[config.mk]
export PLATFORM = sky130hd
export DESIGN_NAME = trc_top
export DESIGN_NICKNAME = d
export VERILOG_FILES = /design/src/trc_pkg.sv /design/src/trc_top.sv /design/src/trc_chan.sv
export SDC_FILE = /design/constraint.sdc
export NUM_CORES = 1
export LEC_CHECK = 0
export BUFFER_PORTS_ARGS = -buffer_cell sky130_fd_sc_hd__buf_2
export CAP_MARGIN = 10
export CELL_PAD_IN_SITES_DETAIL_PLACEMENT = 1
export CELL_PAD_IN_SITES_GLOBAL_PLACEMENT = 1
export CORE_AREA = 2 2 165 86
export DETAILED_ROUTE_END_ITERATION = 16
export DIE_AREA = 0 0 167 88
export PLACE_DENSITY = 0.92
export SLEW_MARGIN = 20
export SYNTH_ARGS = -nofsm -noshare
export SYNTH_HDL_FRONTEND = slang
export SYNTH_SLANG_ARGS = --single-unit
export TNS_END_PERCENT = 20
[constraint.sdc]
create_clock -name clk -period 3.8 [get_ports clk]
set_input_delay 0.19 -clock clk [delete_from_list [all_inputs] [get_ports clk]]
set_output_delay 0.19 -clock clk [all_outputs]
set_load 0.005 [all_outputs]
[src/trc_pkg.sv]
// Operation
// - Four TTL inputs, two TTL outputs, two relays.
// - Each input assigned one of four functions.
// - Valve function moves only the injection valve.
// - Pump switches suppressor and auxiliary supply too.
// - Mark lasts 0.5 s at tenth full scale.
// - Four control types; normal edge after reset.
// - Normal edge: falling edge activates, valve loads.
// - Rising edge: inject, pump off, else nothing.
// - Inverted edge swaps the two edges.
// - Normal pulse: falling edge active, rising ignored.
// - Accept pulses of 50 ms, reject 4 ms.
// - Inverted pulse swaps active and ignored edges.
// - TTL outputs idle high; low starts action.
// - Relays open by default, close on command.
// - Outputs set by host command or program.
// - Default map: valve, zero, pump, mark.
`default_nettype none
package trc_pkg;
    // -------------------------------------------------------------
    // Bus register map
    // -------------------------------------------------------------
    localparam logic [7:0] ADDR_CONFIG = 8'h00; // Functions and type.
    localparam logic [7:0] ADDR_OUTPUT = 8'h04; // TTL and relay states.
    localparam logic [7:0] ADDR_STATUS = 8'h08; // Block state.
    localparam logic [7:0] ADDR_CMD = 8'h0c; // Write-one command pulses.
    // Field positions of the configuration word.
    localparam int CFG_FUNC_POS = 0; // Four 2-bit function codes.
    localparam int CFG_TYPE_POS = 8; // 2-bit control type.
    // Reset values.
    localparam logic [7:0] FUNC_MAP_RESET = 8'he4; // Valve,zero,pump,mark.
    localparam logic [3:0] OUT_RESET = 4'h3; // TTL high, relays open.
    // -------------------------------------------------------------
    // Timing
    // -------------------------------------------------------------
    localparam int CLK_HZ = 20000000; // System clock rate.
    localparam int TICK_US = 1000; // Millisecond sampling tick.
    localparam int TICK_CYCLES = CLK_HZ / 1000000 * TICK_US;
    localparam int ACCEPT_MS = 50; // Pulses this long always qualify.
    localparam int REJECT_MS = 4; // Pulses this short never qualify.
    localparam int QUALIFY_MS = (ACCEPT_MS + REJECT_MS) / 2 + 1;
    localparam int MARK_MS = 500; // Chart mark length.
    localparam logic [7:0] MARK_PERCENT = 8'h0a; // Mark amplitude in %.
    // Input functions.
    typedef enum logic [1:0] {
        FN_VALVE = 2'h0,
        FN_ZERO = 2'h1,
        FN_PUMP = 2'h2,
        FN_MARK = 2'h3
    } trc_func_type;
    // Control types.
    typedef enum logic [1:0] {
        CT_NORM_EDGE = 2'h0,
        CT_INV_EDGE = 2'h1,
        CT_NORM_PULSE = 2'h2,
        CT_INV_PULSE = 2'h3
    } trc_ctype_type;
    // Action bundle produced by the decoder.
    typedef struct packed {
        logic valve_load;
        logic valve_inject;
        logic zero;
        logic pump_on;
        logic pump_off;
        logic mark;
    } trc_act_type;
endpackage
`default_nettype wire

[src/trc_top.sv]
`default_nettype none
// -----------------------------------------------------------------
// TTL and relay control port with a classic Wishbone slave.
// -----------------------------------------------------------------
module trc_top #(
    parameter int NUM_IN = 4,
    parameter int MARK_CYCLES = trc_pkg::MARK_MS * trc_pkg::TICK_CYCLES,
    parameter int TICK_CYCLES = trc_pkg::TICK_CYCLES
) (
    input wire logic clk,
    input wire logic sys_rst,
    input wire logic wb_cyc_i,
    input wire logic wb_stb_i,
    input wire logic wb_we_i,
    input wire logic [7:0] wb_adr_i,
    input wire logic [31:0] wb_dat_i,
    input wire logic [3:0] wb_sel_i,
    output logic [31:0] wb_dat_o,
    output logic wb_ack_o,
    input wire logic [3:0] ttl_in,
    output logic [1:0] ttl_out,
    output logic [1:0] relay_closed,
    output logic valve_inject,
    output logic zero_pulse,
    output logic pump_run,
    output logic suppressor_run,
    output logic aux_supply_on,
    output logic mark_active,
    output logic [7:0] mark_percent
);
    // -------------------------------------------------------------
    // Elaboration checks
    // -------------------------------------------------------------
    // The register layout only has room for four channels.
    if (NUM_IN != 4) begin : g_bad_num
        $error("NUM_IN must be 4.");
    end
    if (MARK_CYCLES < 1 || MARK_CYCLES > 2 ** 24 - 1) begin : g_bad_mark
        $error("MARK_CYCLES out of range.");
    end
    // The divider is 16 bits wide and needs at least two states.
    if (TICK_CYCLES < 2 || TICK_CYCLES > 2 ** 16) begin : g_bad_tick
        $error("TICK_CYCLES out of range.");
    end

    // -------------------------------------------------------------
    // Registers and state
    // -------------------------------------------------------------
    logic [7:0] func_map_ff; // Function code of each input.
    logic [1:0] ctype_ff; // Input control type.
    logic [3:0] out_ff; // TTL outputs in low bits, relays above.
    logic ack_ff; // Bus acknowledge.
    logic [31:0] rdata_ff; // Read data register.
    logic valve_inject_ff; // Injection valve position.
    logic pump_ff; // Pump, suppressor and aux supply.
    logic zero_ff; // Baseline zero strobe.
    logic [23:0] mark_cnt_ff; // Remaining mark cycles.
    logic [15:0] tick_cnt_ff; // Millisecond divider.
    logic tick_ff; // Millisecond enable pulse.
    logic [NUM_IN-1:0] fall_evt;
    logic [NUM_IN-1:0] rise_evt;

    // -------------------------------------------------------------
    // Millisecond tick divider
    // -------------------------------------------------------------
    wire tick_wrap = tick_cnt_ff == 16'(TICK_CYCLES - 1);

    // A one-cycle enable every millisecond paces the input samplers.
    always_ff @(posedge clk) begin
        if (sys_rst) begin
            tick_cnt_ff <= 16'h0000;
            tick_ff <= 1'b0;
        end else begin
            tick_cnt_ff <= tick_wrap ? 16'h0000 : tick_cnt_ff + 16'h0001;
            tick_ff <= tick_wrap;
        end
    end

    // -------------------------------------------------------------
    // Input channels
    // -------------------------------------------------------------
    // Each channel is independent and shares only the tick and type.
    for (genvar i = 0; i < NUM_IN; i++) begin : g_chan
        trc_chan u_chan (
            .clk(clk),
            .sys_rst(sys_rst),
            .pin_in(ttl_in[i]),
            .tick_ms(tick_ff),
            .ctype(ctype_ff),
            .fall_evt(fall_evt[i]),
            .rise_evt(rise_evt[i])
        );
    end

    // -------------------------------------------------------------
    // Event decode
    // -------------------------------------------------------------
    // Inverted types swap which edge counts as the activating one.
    function automatic trc_pkg::trc_act_type decode(
        input logic [1:0] fn,
        input logic on_evt,
        input logic off_evt
    );
        trc_pkg::trc_act_type a;
        a = '0;
        case (fn)
            trc_pkg::FN_VALVE: begin
                a.valve_load = on_evt;
                a.valve_inject = off_evt;
            end
            trc_pkg::FN_ZERO: begin
                a.zero = on_evt;
            end
            trc_pkg::FN_PUMP: begin
                a.pump_on = on_evt;
                a.pump_off = off_evt;
            end
            default: begin
                a.mark = on_evt;
            end
        endcase
        return a;
    endfunction

    wire inv = ctype_ff[0];
    trc_pkg::trc_act_type act [NUM_IN];
    for (genvar i = 0; i < NUM_IN; i++) begin : g_dec
        assign act[i] = decode(func_map_ff[2*i +: 2],
            inv ? rise_evt[i] : fall_evt[i],
            inv ? fall_evt[i] : rise_evt[i]);
    end
    trc_pkg::trc_act_type act_any;
    assign act_any = act[0] | act[1] | act[2] | act[3];

    // -------------------------------------------------------------
    // Bus decode
    // -------------------------------------------------------------
    wire req = wb_cyc_i & wb_stb_i & ~ack_ff;
    wire wr = req & wb_we_i;
    wire wr_cfg = wr & (wb_adr_i == trc_pkg::ADDR_CONFIG);
    wire wr_out = wr & (wb_adr_i == trc_pkg::ADDR_OUTPUT) & wb_sel_i[0];
    wire wr_cmd = wr & (wb_adr_i == trc_pkg::ADDR_CMD) & wb_sel_i[0];
    // Command word bits: 0 load, 1 inject, 2 zero, 3 pump on,
    // 4 pump off, 5 mark.
    wire [5:0] cmd = wr_cmd ? wb_dat_i[5:0] : 6'h00;
    wire do_load = act_any.valve_load | cmd[0];
    wire do_inject = act_any.valve_inject | cmd[1];
    wire do_zero = act_any.zero | cmd[2];
    wire do_pump_on = act_any.pump_on | cmd[3];
    wire do_pump_off = act_any.pump_off | cmd[4];
    wire do_mark = act_any.mark | cmd[5];
    wire [31:0] status_word = {24'h000000, 2'b00, ctype_ff,
        mark_active, zero_ff, pump_ff, valve_inject_ff};
    wire [31:0] rd_mux =
        (wb_adr_i == trc_pkg::ADDR_CONFIG) ?
            {22'h000000, ctype_ff, func_map_ff} :
        (wb_adr_i == trc_pkg::ADDR_OUTPUT) ? {28'h0000000, out_ff} :
        (wb_adr_i == trc_pkg::ADDR_STATUS) ? status_word :
        32'h00000000; // Unmapped addresses read zero.

    // Acknowledge every request one cycle after it appears.
    always_ff @(posedge clk) begin
        if (sys_rst) begin
            ack_ff <= 1'b0;
            rdata_ff <= 32'h00000000;
        end else begin
            ack_ff <= req;
            if (req) begin
                rdata_ff <= rd_mux;
            end
        end
    end

    // Configuration register, reset to the default map and edge type.
    always_ff @(posedge clk) begin
        if (sys_rst) begin
            func_map_ff <= trc_pkg::FUNC_MAP_RESET;
            ctype_ff <= trc_pkg::CT_NORM_EDGE;
        end else if (wr_cfg) begin
            if (wb_sel_i[0]) begin
                func_map_ff <= wb_dat_i[trc_pkg::CFG_FUNC_POS +: 8];
            end
            if (wb_sel_i[1]) begin
                ctype_ff <= wb_dat_i[trc_pkg::CFG_TYPE_POS +: 2];
            end
        end
    end

    // Output states follow host writes only.
    always_ff @(posedge clk) begin
        if (sys_rst) begin
            out_ff <= trc_pkg::OUT_RESET;
        end else if (wr_out) begin
            out_ff <= wb_dat_i[3:0];
        end
    end

    // -------------------------------------------------------------
    // Instrument actions
    // -------------------------------------------------------------
    // Load wins if both arrive together, leaving the valve safe.
    always_ff @(posedge clk) begin
        if (sys_rst) begin
            valve_inject_ff <= 1'b0;
            pump_ff <= 1'b0;
            zero_ff <= 1'b0;
        end else begin
            if (do_load) begin
                valve_inject_ff <= 1'b0;
            end else if (do_inject) begin
                valve_inject_ff <= 1'b1;
            end
            if (do_pump_off) begin
                pump_ff <= 1'b0;
            end else if (do_pump_on) begin
                pump_ff <= 1'b1;
            end
            zero_ff <= do_zero;
        end
    end

    // A new mark restarts the half-second window.
    always_ff @(posedge clk) begin
        if (sys_rst) begin
            mark_cnt_ff <= 24'h000000;
        end else if (do_mark) begin
            mark_cnt_ff <= 24'(MARK_CYCLES);
        end else if (mark_cnt_ff != 24'h000000) begin
            mark_cnt_ff <= mark_cnt_ff - 24'h000001;
        end
    end

    // -------------------------------------------------------------
    // Outputs
    // -------------------------------------------------------------
    assign wb_ack_o = ack_ff;
    assign wb_dat_o = rdata_ff;
    assign ttl_out = out_ff[1:0];
    assign relay_closed = out_ff[3:2];
    assign valve_inject = valve_inject_ff;
    assign zero_pulse = zero_ff;
    assign pump_run = pump_ff;
    assign suppressor_run = pump_ff;
    assign aux_supply_on = pump_ff;
    assign mark_active = mark_cnt_ff != 24'h000000;
    assign mark_percent = mark_active ? trc_pkg::MARK_PERCENT : 8'h00;
endmodule
`default_nettype wire

[src/trc_chan.sv]
`default_nettype none
// -----------------------------------------------------------------
// One TTL input channel: synchroniser, edge and pulse qualifier.
// -----------------------------------------------------------------
module trc_chan (
    input wire logic clk,
    input wire logic sys_rst,
    input wire logic pin_in,
    input wire logic tick_ms,
    input wire logic [1:0] ctype,
    output logic fall_evt,
    output logic rise_evt
);
    logic sync1_ff; // First stage, read only by the second.
    logic sync2_ff; // Synchronised level.
    logic lvl_ff; // Level seen on the previous tick.
    logic [6:0] wid_ff; // Width of the current level in ms.
    logic pulse_ok_ff; // Current pulse already long enough.
    logic fall_ff;
    logic rise_ff;
    wire pulse_mode = ctype[1];
    wire active_low = ~ctype[0]; // Normal pulse: low is the active part.
    wire chg = tick_ms & (sync2_ff != lvl_ff);
    wire in_active = (lvl_ff == ~active_low);
    wire long_enough = wid_ff >= 7'(trc_pkg::QUALIFY_MS);
    // The active level has just lasted long enough, reported once only.
    wire qualified = tick_ms & ~chg & long_enough & in_active
        & ~pulse_ok_ff;

    // Two flops bring the pin onto clk before any logic reads it.
    always_ff @(posedge clk) begin
        if (sys_rst) begin
            sync1_ff <= 1'b1;
            sync2_ff <= 1'b1;
        end else begin
            sync1_ff <= pin_in;
            sync2_ff <= sync1_ff;
        end
    end

    // Sample on the tick and measure how long each level lasts.
    always_ff @(posedge clk) begin
        if (sys_rst) begin
            lvl_ff <= 1'b1;
            wid_ff <= 7'h00;
            pulse_ok_ff <= 1'b0;
        end else if (tick_ms) begin
            lvl_ff <= sync2_ff;
            if (chg) begin
                wid_ff <= 7'h00;
                pulse_ok_ff <= 1'b0;
            end else if (!long_enough) begin
                wid_ff <= wid_ff + 7'h01;
            end else if (in_active) begin
                pulse_ok_ff <= 1'b1;
            end
        end
    end

    // In pulse modes the event fires once the active level has lasted
    // past the threshold midway between 4 ms and 50 ms; in edge modes
    // each sampled transition fires at once.
    always_ff @(posedge clk) begin
        if (sys_rst) begin
            fall_ff <= 1'b0;
            rise_ff <= 1'b0;
        end else if (pulse_mode) begin
            // An inverted pulse reports on the rise line, because the
            // top swaps the two lines for every inverted type.
            fall_ff <= qualified & active_low;
            rise_ff <= qualified & ~active_low;
        end else begin
            fall_ff <= chg & lvl_ff;
            rise_ff <= chg & ~lvl_ff;
        end
    end

    assign fall_evt = fall_ff;
    assign rise_evt = rise_ff;
endmodule
`default_nettype wire

==> results of run 1 <==
[placed cells by master, fill, tap and decap left out, drive strengths merged, types with 18 or more instances in the layout]
master / instances
conb: 28
xnor2: 20
buf: 56
a21oi: 31
inv: 24
nand2: 49
xor2: 27
nand3: 24
clkbuf: 18
dfxtp: 121
mux2i: 28
nor2: 93
[routing by layer]
| metal | wire (um) | vias up | GRT usage (%) |
|---|---|---|---|
| li1 | - | 2377 | - |
| met2 | 8340 | 194 | 43.1 |
| met4 | 360 | 0 | 10.1 |
| met1 | 7620 | 2552 | 30.3 |
| met5 | 0 | - | 0 |
| met3 | 1060 | 42 | 5.02 |
[worst min-delay path, stage by stage]
cell and delay, ps:
sky130_fd_sc_hd__buf_2 80, sky130_fd_sc_hd__mux2i_1 60, sky130_fd_sc_hd__nor2_1 70
[cell families (layout without fill, tap and decap cells)]
logic type,count (synthesis),after routing
simple gates,271,271
flops,121,121
buf+inv,92,115
mux,33,33
fa+ha+maj,11,11
other cells,1,28
xor+xnor,47,47
compound gates,101,101
[worst paths after layout]
path	startpoint	to	slack, ps
min reg2reg	g_chan[0].u_chan.sync1_ff	g_chan[0].u_chan.sync2_ff	410
max reg2reg	mark_cnt_ff[0]	mark_cnt_ff[20]	1300
max	mark_cnt_ff[0]	mark_percent[1]	1160
min	wb_dat_i[8]	ctype_ff[0]	20
[through the flow]
step                hold WS [ps]  cells  util [%]  power [mW]
global placement             374    865      45.9        2.36
finish                      17.1    903      51.1        4.22
floorplan                    282    704         -        2.23
detailed placement           376    865      45.9        2.44
global route                30.7    903      51.1        4.41
CTS                         13.0    903      51.0        4.22
[flip-flops by register name, indices dropped and copies added, names as in the netlist, 8 cells and up]
| name | count |
|---|---|
| g_chan.u_chan.wid_ff | 28 |
| mark_cnt_ff | 24 |
| tick_cnt_ff | 16 |
| wb_dat_o | 10 |
| func_map_ff | 8 |
[report_power, final]
group | switching (mW) | internal [mW] | leakage [nW]
sequential | 0.114 | 1.38 | 0.981
clock | 0.641 | 1.10 | 0.305
combinational | 0.613 | 0.371 | 1.35
total | 1.37 | 2.85 | 2.63
[layout make-up]
cell class / count / area [um2]
flip-flops and latches: 121 / 2420
inverters: 21 / 78.8
repair buffers: 62 / 353
clock buffers: 18 / 429
multi-input cells: 491 / 3070
clock inverters: 14 / 195
well taps: 176 / 220
fillers: 1555 / 6480
==> parameters.txt, run 1 <==
Parameter                              Value

Status
  Outcome    completed

Global route
  Vias in the first global route    5,342
  Global-route congestion overflow total    0
  Pin count of the biggest net entering global routing    62
  Antenna violations before repair    0
  First-pass GRT wire length    28.5 mm
  GR Util All Layers    24.6%

Clocking
  CTS Hold Buffers Added    6
  Number of sinks on the clock net    121
  Maximum count of clock buffers along a single path    2
  Post-cts sizing count    0
  Clock buffer count from CTS    17
  Clock tree from TritonCTS    done
  Setup Buffers After CTS    0
  Clk Tree Root Cell    sky130_fd_sc_hd__clkbuf_16
  Register clock-pin slew on the reported worst setup and hold paths    60 ps
  Insertion delay to the later sink of the worst-skew pair    420 ps
  Total number of H-tree levels    4

Worst setup path
  Type of element capturing the critical path    output port
  Total buffers and inverters traversed by the critical path    2
  Kind of critical path    reg -> out
  Slowest cell on the critical path    sky130_fd_sc_hd__or4b_1
  Startpoint kind of the worst setup timing path    flip-flop
  Maximum single-stage delay on the critical path    510 ps
  Largest fanout on the critical path    8
  Depth of the worst register-to-register path    7
  Worst path top cell family by delay    simple AND/OR/NAND/NOR gates
  Series of cell instances along the critical path    inv_1 -> ha_1 -> or4b_1 -> nor4_1 -> nand2_1 -> buf_2
  CP Data Required Time    3610 ps
  Cell count along the critical path    6
  Arrival time worst endpoint    2450 ps

Route
  ANT nets after route    0
  Routed WL    17.4 mm
  Detailed-router iteration count before antenna repair    5
  Number of vias per cell    5.72
  Detailed-route DRC error count    0
  Vias after detailed routing    5,165
  Drt first-iter violations    296
  Routed len/inst    19.2 um

Timing
  Worst slew slack as a fraction of its limit    41.2%
  Max-slew violations    0
  Fin Setup TNS    0 ps
  Slew at the pin closest to its max-slew limit    876 ps
  Hold violation total from the final report    0
  PnR worst setup slack    1160 ps
  Fmax    0.378 GHz
  Final Skew    14.6 ps
  Share of the clock period used by the worst path    69.5%
  Final min period    2640 ps
  RSZ-0062 raised after global routing    false
  Final number of setup-violating endpoints    0

Yosys
  Average cell area after synthesis    8.67 um2
  Fraction of synthesized cell area in xor and xnor cells    7.01%
  Area fraction of the dominant cell type after synthesis    41.3%
  Most common library cells after synthesis    sky130_fd_sc_hd__dfxtp_1 (121), sky130_fd_sc_hd__nor2_1 (93), sky130_fd_sc_hd__nand2_1 (49), sky130_fd_sc_hd__buf_4 (32), sky130_fd_sc_hd__clkbuf_1 (31)
  Register area share after synthesis    41.3%
  Most area-hungry cell type in the Yosys netlist    sky130_fd_sc_hd__dfxtp_1
  Register bit count reported by yosys    121
  Synthesized netlist cell count    677
  Share of cell area taken by muxes after synthesis    5.73%
  Number of warnings reported in the yosys synthesis log    0
  Combinational family with the most area after synthesis    simple AND/OR/NAND/NOR gates
  Post-synthesis instance area    5870 um2
  Async S/R FF share, synth    0%
  Cells taking the most area after synthesis    sky130_fd_sc_hd__dfxtp_1 (41%), sky130_fd_sc_hd__nor2_1 (5.9%), sky130_fd_sc_hd__mux2i_1 (4.8%)
  Synthesized-area fraction occupied by adder cells    2.34%
  Most common cell in the netlist    sky130_fd_sc_hd__dfxtp_1
  Fraction of the mapped netlist area in simple logic gates    23.8%
  Number of library cell types mapped by synthesis    58
  EDFF count, synth    0
  Complex-gate fraction of the synthesized area    11.5%
  Main synth FF type    sky130_fd_sc_hd__dfxtp_1

Die
  Area of the core    13,300 um2
  Starting density of the core    44.3%
  Die ar.    14,700 um2
  Die W    167 um
  Number of top-level pins    104
  Row count    30
  Die H    88 um

Final layout
  Fraction of layout cells with a size suffix above 1    16.1%
  Count of antenna diodes in the layout    0
  Synthesis-to-finish area growth    15.3%
  Final #Nets    778
  Non-Filler Cell Area, Final    6770 um2

Pwr
  LEAKAGE    2.63 nW
  Power Dens Cells    624 nW/um2
  Largest voltage drop on the vdd net    0.000340 V

Placement
  Sum of net half-perimeters after detailed placement    11.2 mm
  Number of port buffers    51
  Worst setup slack after placement    1370 ps
  Placed instance area    6080 um2
  Routability-driven placement congestion ratio    0.837

Min path
  Worst Hold Depth    3
  Worst hold path class    in -> reg

Job
  Number of max-cap violations    0
Note: power is estimated with default switching activity, not from simulation.
==> run 2: changes to the inputs <==
--- a/config.mk
+++ b/config.mk
@@ -9,10 +9,10 @@
 export CAP_MARGIN = 10
 export CELL_PAD_IN_SITES_DETAIL_PLACEMENT = 1
 export CELL_PAD_IN_SITES_GLOBAL_PLACEMENT = 1
-export CORE_AREA = 2 2 165 86
+export CORE_AREA = 2 2 171 89
 export DETAILED_ROUTE_END_ITERATION = 16
-export DIE_AREA = 0 0 167 88
-export PLACE_DENSITY = 0.92
+export DIE_AREA = 0 0 173 91
+export PLACE_DENSITY = 0.87
 export SLEW_MARGIN = 20
 export SYNTH_ARGS = -nofsm -noshare
 export SYNTH_HDL_FRONTEND = slang
==> constraint.sdc (replaced) <==
create_clock -name clk -period 2.6 [get_ports clk]
set_input_delay 0.13 -clock clk [delete_from_list [all_inputs] [get_ports clk]]
set_output_delay 0.13 -clock clk [all_outputs]
set_load 0.005 [all_outputs]
==> parameters.txt, run 2 (synthesis results as in run 1) <==
Parameter                              Value

Min path
  Worst Hold Depth    3
  Hold path startpoint    wb_dat_i[5]
  Worst hold path class    in -> reg
  End point of the most critical hold path    func_map_ff[5]

Route
  Routed WL    17.5 mm
  Detailed-router iteration count before antenna repair    6
  Detailed-route DRC error count    0
  Vias after detailed routing    5,139
  Routed len/inst    18.6 um
  Number of vias per cell    5.47
  Drt first-iter violations    350
  ANT nets after route    0

Final layout
  Leading cell types in the layout, fill and taps excluded    sky130_fd_sc_hd__dfxtp_1 (121), sky130_fd_sc_hd__nor2_1 (93), sky130_fd_sc_hd__buf_2 (51), sky130_fd_sc_hd__nand2_1 (48), sky130_fd_sc_hd__a21oi_1 (30)
  Final standard cell count with taps included and fillers excluded    939
  Final #Nets    792
  Flip-flop count of the largest register after layout    28
  Layout filler cell count    1,653
  Multi-input gate area    3070 um2
  Reg with most FFs    g_chan.u_chan.wid_ff
  Count of antenna diodes in the layout    0
  Non-Filler Cell Area, Final    6920 um2
  Synthesis-to-finish area growth    17.8%
  Largest registers in the final layout    g_chan.u_chan.wid_ff (28), mark_cnt_ff (24), tick_cnt_ff (16)
  FF/Latch Area    2420 um2
  Leading cell type in the layout, fill and taps excluded    sky130_fd_sc_hd__dfxtp_1
  Fraction of layout cells with a size suffix above 1    16.6%
  Final core occ    48.7%

Die
  Row count    31
  Die ar.    15,700 um2
  Area of the core    14,200 um2
  Number of top-level pins    104
  Die H    91 um
  Die W    173 um
  Starting density of the core    41.4%

Clocking
  Insertion delay to the later sink of the worst-skew pair    420 ps
  Clock buffer count from CTS    17
  Total number of H-tree levels    4
  Clock tree from TritonCTS    done
  Clk Tree Root Cell    sky130_fd_sc_hd__clkbuf_16
  Maximum count of clock buffers along a single path    2
  Setup Buffers After CTS    0
  Number of sinks on the clock net    121
  Register clock-pin slew on the reported worst setup and hold paths    60 ps

Global route
  GR Util All Layers    23.0%
  Antenna violations before repair    1
  Vias in the first global route    5,473
  Highest-utilization routing layer at the global route stage    met2
  GR met1 Demand/Resource    29.2%
  Global-route congestion overflow total    0
  Pin count of the biggest net entering global routing    35
  Global routing usage on met2    39.0%
  Met3 track demand over resource    4.56%
  First-pass GRT wire length    28.9 mm

Pwr
  Power Dens Cells    908 nW/um2
  LEAKAGE    2.70 nW
  Largest voltage drop on the vdd net    0.000456 V
  Power after layout    6.28 mW

Worst setup path
  Type of element capturing the critical path    output port
  Largest fanout on the critical path    8
  R2R Path End    mark_cnt_ff[6]
  Maximum single-stage delay on the critical path    500 ps
  Slowest cell on the critical path    sky130_fd_sc_hd__or4b_1
  Launch point of the worst reg-to-reg path    mark_cnt_ff[0]
  Startpoint kind of the worst setup timing path    flip-flop
  CP Data Required Time    2470 ps
  Arrival time worst endpoint    2400 ps
  Series of cell instances along the critical path    inv_1 -> ha_1 -> or4b_1 -> nor4_1 -> nand2_2 -> buf_2
  Depth of the worst register-to-register path    7
  Kind of critical path    reg -> out
  Flop-to-flop setup slack    130 ps

Timing
  Max-slew violations    0
  Final Skew    10.9 ps
  Final number of setup-violating endpoints    0
  Worst slew slack as a fraction of its limit    48.2%
  Fin Setup TNS    0 ps
  PnR worst setup slack    65.8 ps
  Fmax    0.395 GHz
  Slew at the pin closest to its max-slew limit    775 ps
  Hold violation total from the final report    0
  Final min period    2530 ps
  Share of the clock period used by the worst path    97.5%
  Hold slack final    30.9 ps

Placement
  Worst setup slack after placement    256 ps
  Sum of net half-perimeters after detailed placement    11.5 mm
  Post-placement cell count    895
  Number of port buffers    51
  Placed instance area    6170 um2
  Routability-driven placement congestion ratio    0.885

Status
  Outcome    completed

Job
  Number of max-cap violations    0
run 2: cell types whose count changed in the layout (fill, tap and decap cells not counted):
cell and change:
sky130_fd_sc_hd__buf_4 +8, sky130_fd_sc_hd__dlygate4sd3_1 +6, sky130_fd_sc_hd__clkbuf_8 +2, sky130_fd_sc_hd__inv_6 -2, sky130_fd_sc_hd__clkbuf_1 +1, sky130_fd_sc_hd__clkinv_4 -1
sky130_fd_sc_hd__dfxtp_1 +1, sky130_fd_sc_hd__dfxtp_2 -1, sky130_fd_sc_hd__nand2_1 -1, sky130_fd_sc_hd__nand2_2 +1, sky130_fd_sc_hd__o21ai_1 +1, sky130_fd_sc_hd__o21ai_2 -1
run 2: per-layer routing:
layer | up-vias | routed length (um)
met3 | 24 | 872
li1 | 2399 | -
met4 | 0 | 272
met5 | - | 0
met1 | 2532 | 7950
met2 | 184 | 8390
run 2: worst max-delay path by stage:
stage | from | to | depth (start not counted)
floorplan | mark_cnt_ff[0] | mark_cnt_ff[11] | 8
global placement | mark_cnt_ff[0] | mark_cnt_ff[11] | 7
detailed placement | mark_cnt_ff[0] | mark_cnt_ff[8] | 7
CTS | mark_cnt_ff[0] | mark_active | 6
global route | mark_cnt_ff[0] | mark_active | 6
finish | mark_cnt_ff[0] | mark_active | 6
run 2: timing repair:
action | 4_1_cts | 5_1_grt
endpoints found under the setup margin | 0 | 3
endpoints found under the hold margin | 15 | 0
hold buffers | 12 | 0
resized for setup | 0 | 1
run 2: cell type report:
cell class | count | share of cell area, %
clock buffer | 21 | 6.66
clock inverter | 11 | 2.44
timing repair buffer | 76 | 6.84
multi-input combinational | 491 | 44.3
sequential | 121 | 35.0
tap | 198 | 3.58
inverter | 21 | 1.14
run 2: where the power goes:
part	switching (mW)	internal [mW]
Sequential	0.165	2.02
Combinational	0.954	0.599
Clock	0.891	1.66
run 2: worst max-delay path: cells and delay by family (launching register included):
family | cells | cell delay, ps
adder cells (fa/ha/maj) | 1 | 150
buffers and inverters | 2 | 320
flip-flops | 1 | 350
AND/OR/NAND/NOR | 3 | 1150
==> run 3: changes to the inputs <==
--- a/config.mk
+++ b/config.mk
@@ -9,10 +9,10 @@
 export CAP_MARGIN = 10
 export CELL_PAD_IN_SITES_DETAIL_PLACEMENT = 1
 export CELL_PAD_IN_SITES_GLOBAL_PLACEMENT = 1
-export CORE_AREA = 2 2 171 89
+export CORE_AREA = 2 2 201 104
 export DETAILED_ROUTE_END_ITERATION = 16
-export DIE_AREA = 0 0 173 91
-export PLACE_DENSITY = 0.87
+export DIE_AREA = 0 0 203 106
+export PLACE_DENSITY = 0.68
 export SLEW_MARGIN = 20
 export SYNTH_ARGS = -nofsm -noshare
 export SYNTH_HDL_FRONTEND = slang
==> parameters.txt, run 3 (synthesis results as in run 1) <==
Parameter                              Value

Route
  Drt first-iter violations    297
  Vias after detailed routing    4,821
  ANT nets after route    0
  Detailed-route DRC error count    0
  Routed WL    15.3 mm
  Detailed-router iteration count before antenna repair    5
  Routed len/inst    15.0 um
  Number of vias per cell    4.74

Placement
  Placed instance area    6280 um2
  Number of port buffers    51
  Worst setup slack after placement    332 ps
  Post-placement cell count    973
  Sum of net half-perimeters after detailed placement    10.9 mm
  Routability-driven placement congestion ratio    0.780

Timing
  Fin Setup TNS    0 ps
  RSZ-0062 raised after global routing    false
  Worst slew slack as a fraction of its limit    54.6%
  Final Skew    9.76 ps
  Share of the clock period used by the worst path    90.6%
  Max-slew violations    0
  Hold slack final    38.1 ps
  Hold violation total from the final report    0
  Final number of setup-violating endpoints    0
  Final min period    2360 ps
  Slew at the pin closest to its max-slew limit    678 ps
  PnR worst setup slack    244 ps
  Fmax    0.424 GHz

Final layout
  Leading cell type in the layout, fill and taps excluded    sky130_fd_sc_hd__dfxtp_1
  Non-Filler Cell Area, Final    7040 um2
  Final core occ    35.3%
  Reg with most FFs    g_chan.u_chan.wid_ff
  Fraction of layout cells with a size suffix above 1    17.3%
  Final #Nets    796
  Flip-flop count of the largest register after layout    28
  Largest registers in the final layout    g_chan.u_chan.wid_ff (28), mark_cnt_ff (24), tick_cnt_ff (16)
  Synthesis-to-finish area growth    20.0%
  Leading cell types in the layout, fill and taps excluded    sky130_fd_sc_hd__dfxtp_1 (121), sky130_fd_sc_hd__nor2_1 (93), sky130_fd_sc_hd__buf_2 (51), sky130_fd_sc_hd__nand2_1 (48), sky130_fd_sc_hd__a21oi_1 (30)
  Count of antenna diodes in the layout    0
  Final standard cell count with taps included and fillers excluded    1,018

Worst setup path
  Series of cell instances along the critical path    inv_1 -> ha_1 -> or4b_1 -> nor4_2 -> nand2_2 -> buf_2
  Arrival time worst endpoint    2230 ps
  Slowest cell on the critical path    sky130_fd_sc_hd__or4b_1
  Type of element capturing the critical path    output port
  CP Data Required Time    2470 ps
  Cell count along the critical path    6
  Kind of critical path    reg -> out
  Maximum single-stage delay on the critical path    490 ps
  Depth of the worst register-to-register path    7
  Worst path top cell family by delay    simple AND/OR/NAND/NOR gates
  Largest fanout on the critical path    8
  Total buffers and inverters traversed by the critical path    2
  Startpoint kind of the worst setup timing path    flip-flop

Global route
  Vias in the first global route    4,702
  First-pass GRT wire length    25.2 mm
  Pin count of the biggest net entering global routing    24
  GR Util All Layers    14.8%
  Antenna violations before repair    0
  Global-route congestion overflow total    0

Pwr
  Net Sw Frac    31.6%
  Power after layout    6.11 mW
  Reg power frac    35.5%
  Power Dens Cells    867 nW/um2
  Switching component of the power    1.93 mW
  Proportion of power drawn by the clock network    40.5%
  LEAKAGE    2.71 nW
  Internal Pwr Total    4.18 mW
  Largest voltage drop on the vdd net    0.000548 V
  Comb power frac    24.0%

Clocking
  Register clock-pin slew on the reported worst setup and hold paths    60 ps
  Total number of H-tree levels    4
  Clock buffer count from CTS    17
  Number of sinks on the clock net    121
  Clk Tree Root Cell    sky130_fd_sc_hd__clkbuf_16
  Maximum count of clock buffers along a single path    2
  Clock tree from TritonCTS    done
  Setup Buffers After CTS    0
  Insertion delay to the later sink of the worst-skew pair    420 ps

Die
  Area of the core    20,000 um2
  Die H    106 um
  Number of top-level pins    104
  Starting density of the core    29.4%
  Die ar.    21,500 um2
  Die W    203 um
  Row count    37

Status
  Outcome    completed

Job
  Number of max-cap violations    0

Min path
  Worst hold path class    in -> reg
  Worst Hold Depth    3
-- run 3: changes by cell type in the layout (fill, tap and decap cells not counted), moves of 2 or more --
cell,delta
sky130_fd_sc_hd__clkbuf_1,-2
sky130_fd_sc_hd__buf_4,+3
sky130_fd_sc_hd__clkinv_2,-2
sky130_fd_sc_hd__clkinv_4,+3
sky130_fd_sc_hd__clkinvlp_4,+2
-- run 3: power by group through the flow --
stage	Combinational, mW	Sequential (mW)	Clock [mW]
after floorplan	1.09	2.16	0
after global placement	1.36	2.20	0
after detailed placement	1.39	2.20	0
after CTS	1.43	2.17	2.53
after global routing	1.66	2.20	2.62
final	1.46	2.17	2.48
-- run 3: what timing repair did --
| action | CTS | global route |
|---|---|---|
| resized for setup | 0 | 2 |
| setup endpoints to repair | 0 | 3 |
| hold buffers | 13 | 0 |
| hold endpoints to repair | 16 | 0 |
-- run 3: cell type report --
cell class | instances | area, um2
repair buffers | 80 | 505
well taps | 273 | 342
clock inverters | 13 | 170
multi-input cells | 491 | 3070
inverters | 21 | 78.8
flip-flops and latches | 121 | 2420
fillers | 2365 | 12900
clock buffers | 19 | 453
-- run 3: worst reg2reg max path: cells and delay by family (launching register included) --
kind,cells,cell delay (ps)
simple gates,2,1090
buf+inv,1,90
compound gates,3,600
fa+ha+maj,1,140
flops,1,340
-- run 3: final timing paths --
check | from | endpoint | slack, ps
worst min-delay path | wb_dat_i[3] | func_map_ff[3] | 40
worst max register to register | mark_cnt_ff[0] | mark_cnt_ff[7] | 270
worst max-delay path | mark_cnt_ff[0] | mark_percent[3] | 240
worst min register to register | g_chan[1].u_chan.sync1_ff | g_chan[1].u_chan.sync2_ff | 410
-- run 3: metal layers --
| layer | up-vias | share of wire, % | global-route usage [%] |
|---|---|---|---|
| met3 | 8 | 4.2 | 3.99 |
| li1 | 2408 | - | - |
| met4 | 0 | 0.49 | 3.75 |
| met1 | 2350 | 56 | 23.4 |
| met2 | 55 | 39 | 19.0 |
| met5 | - | 0 | 0 |
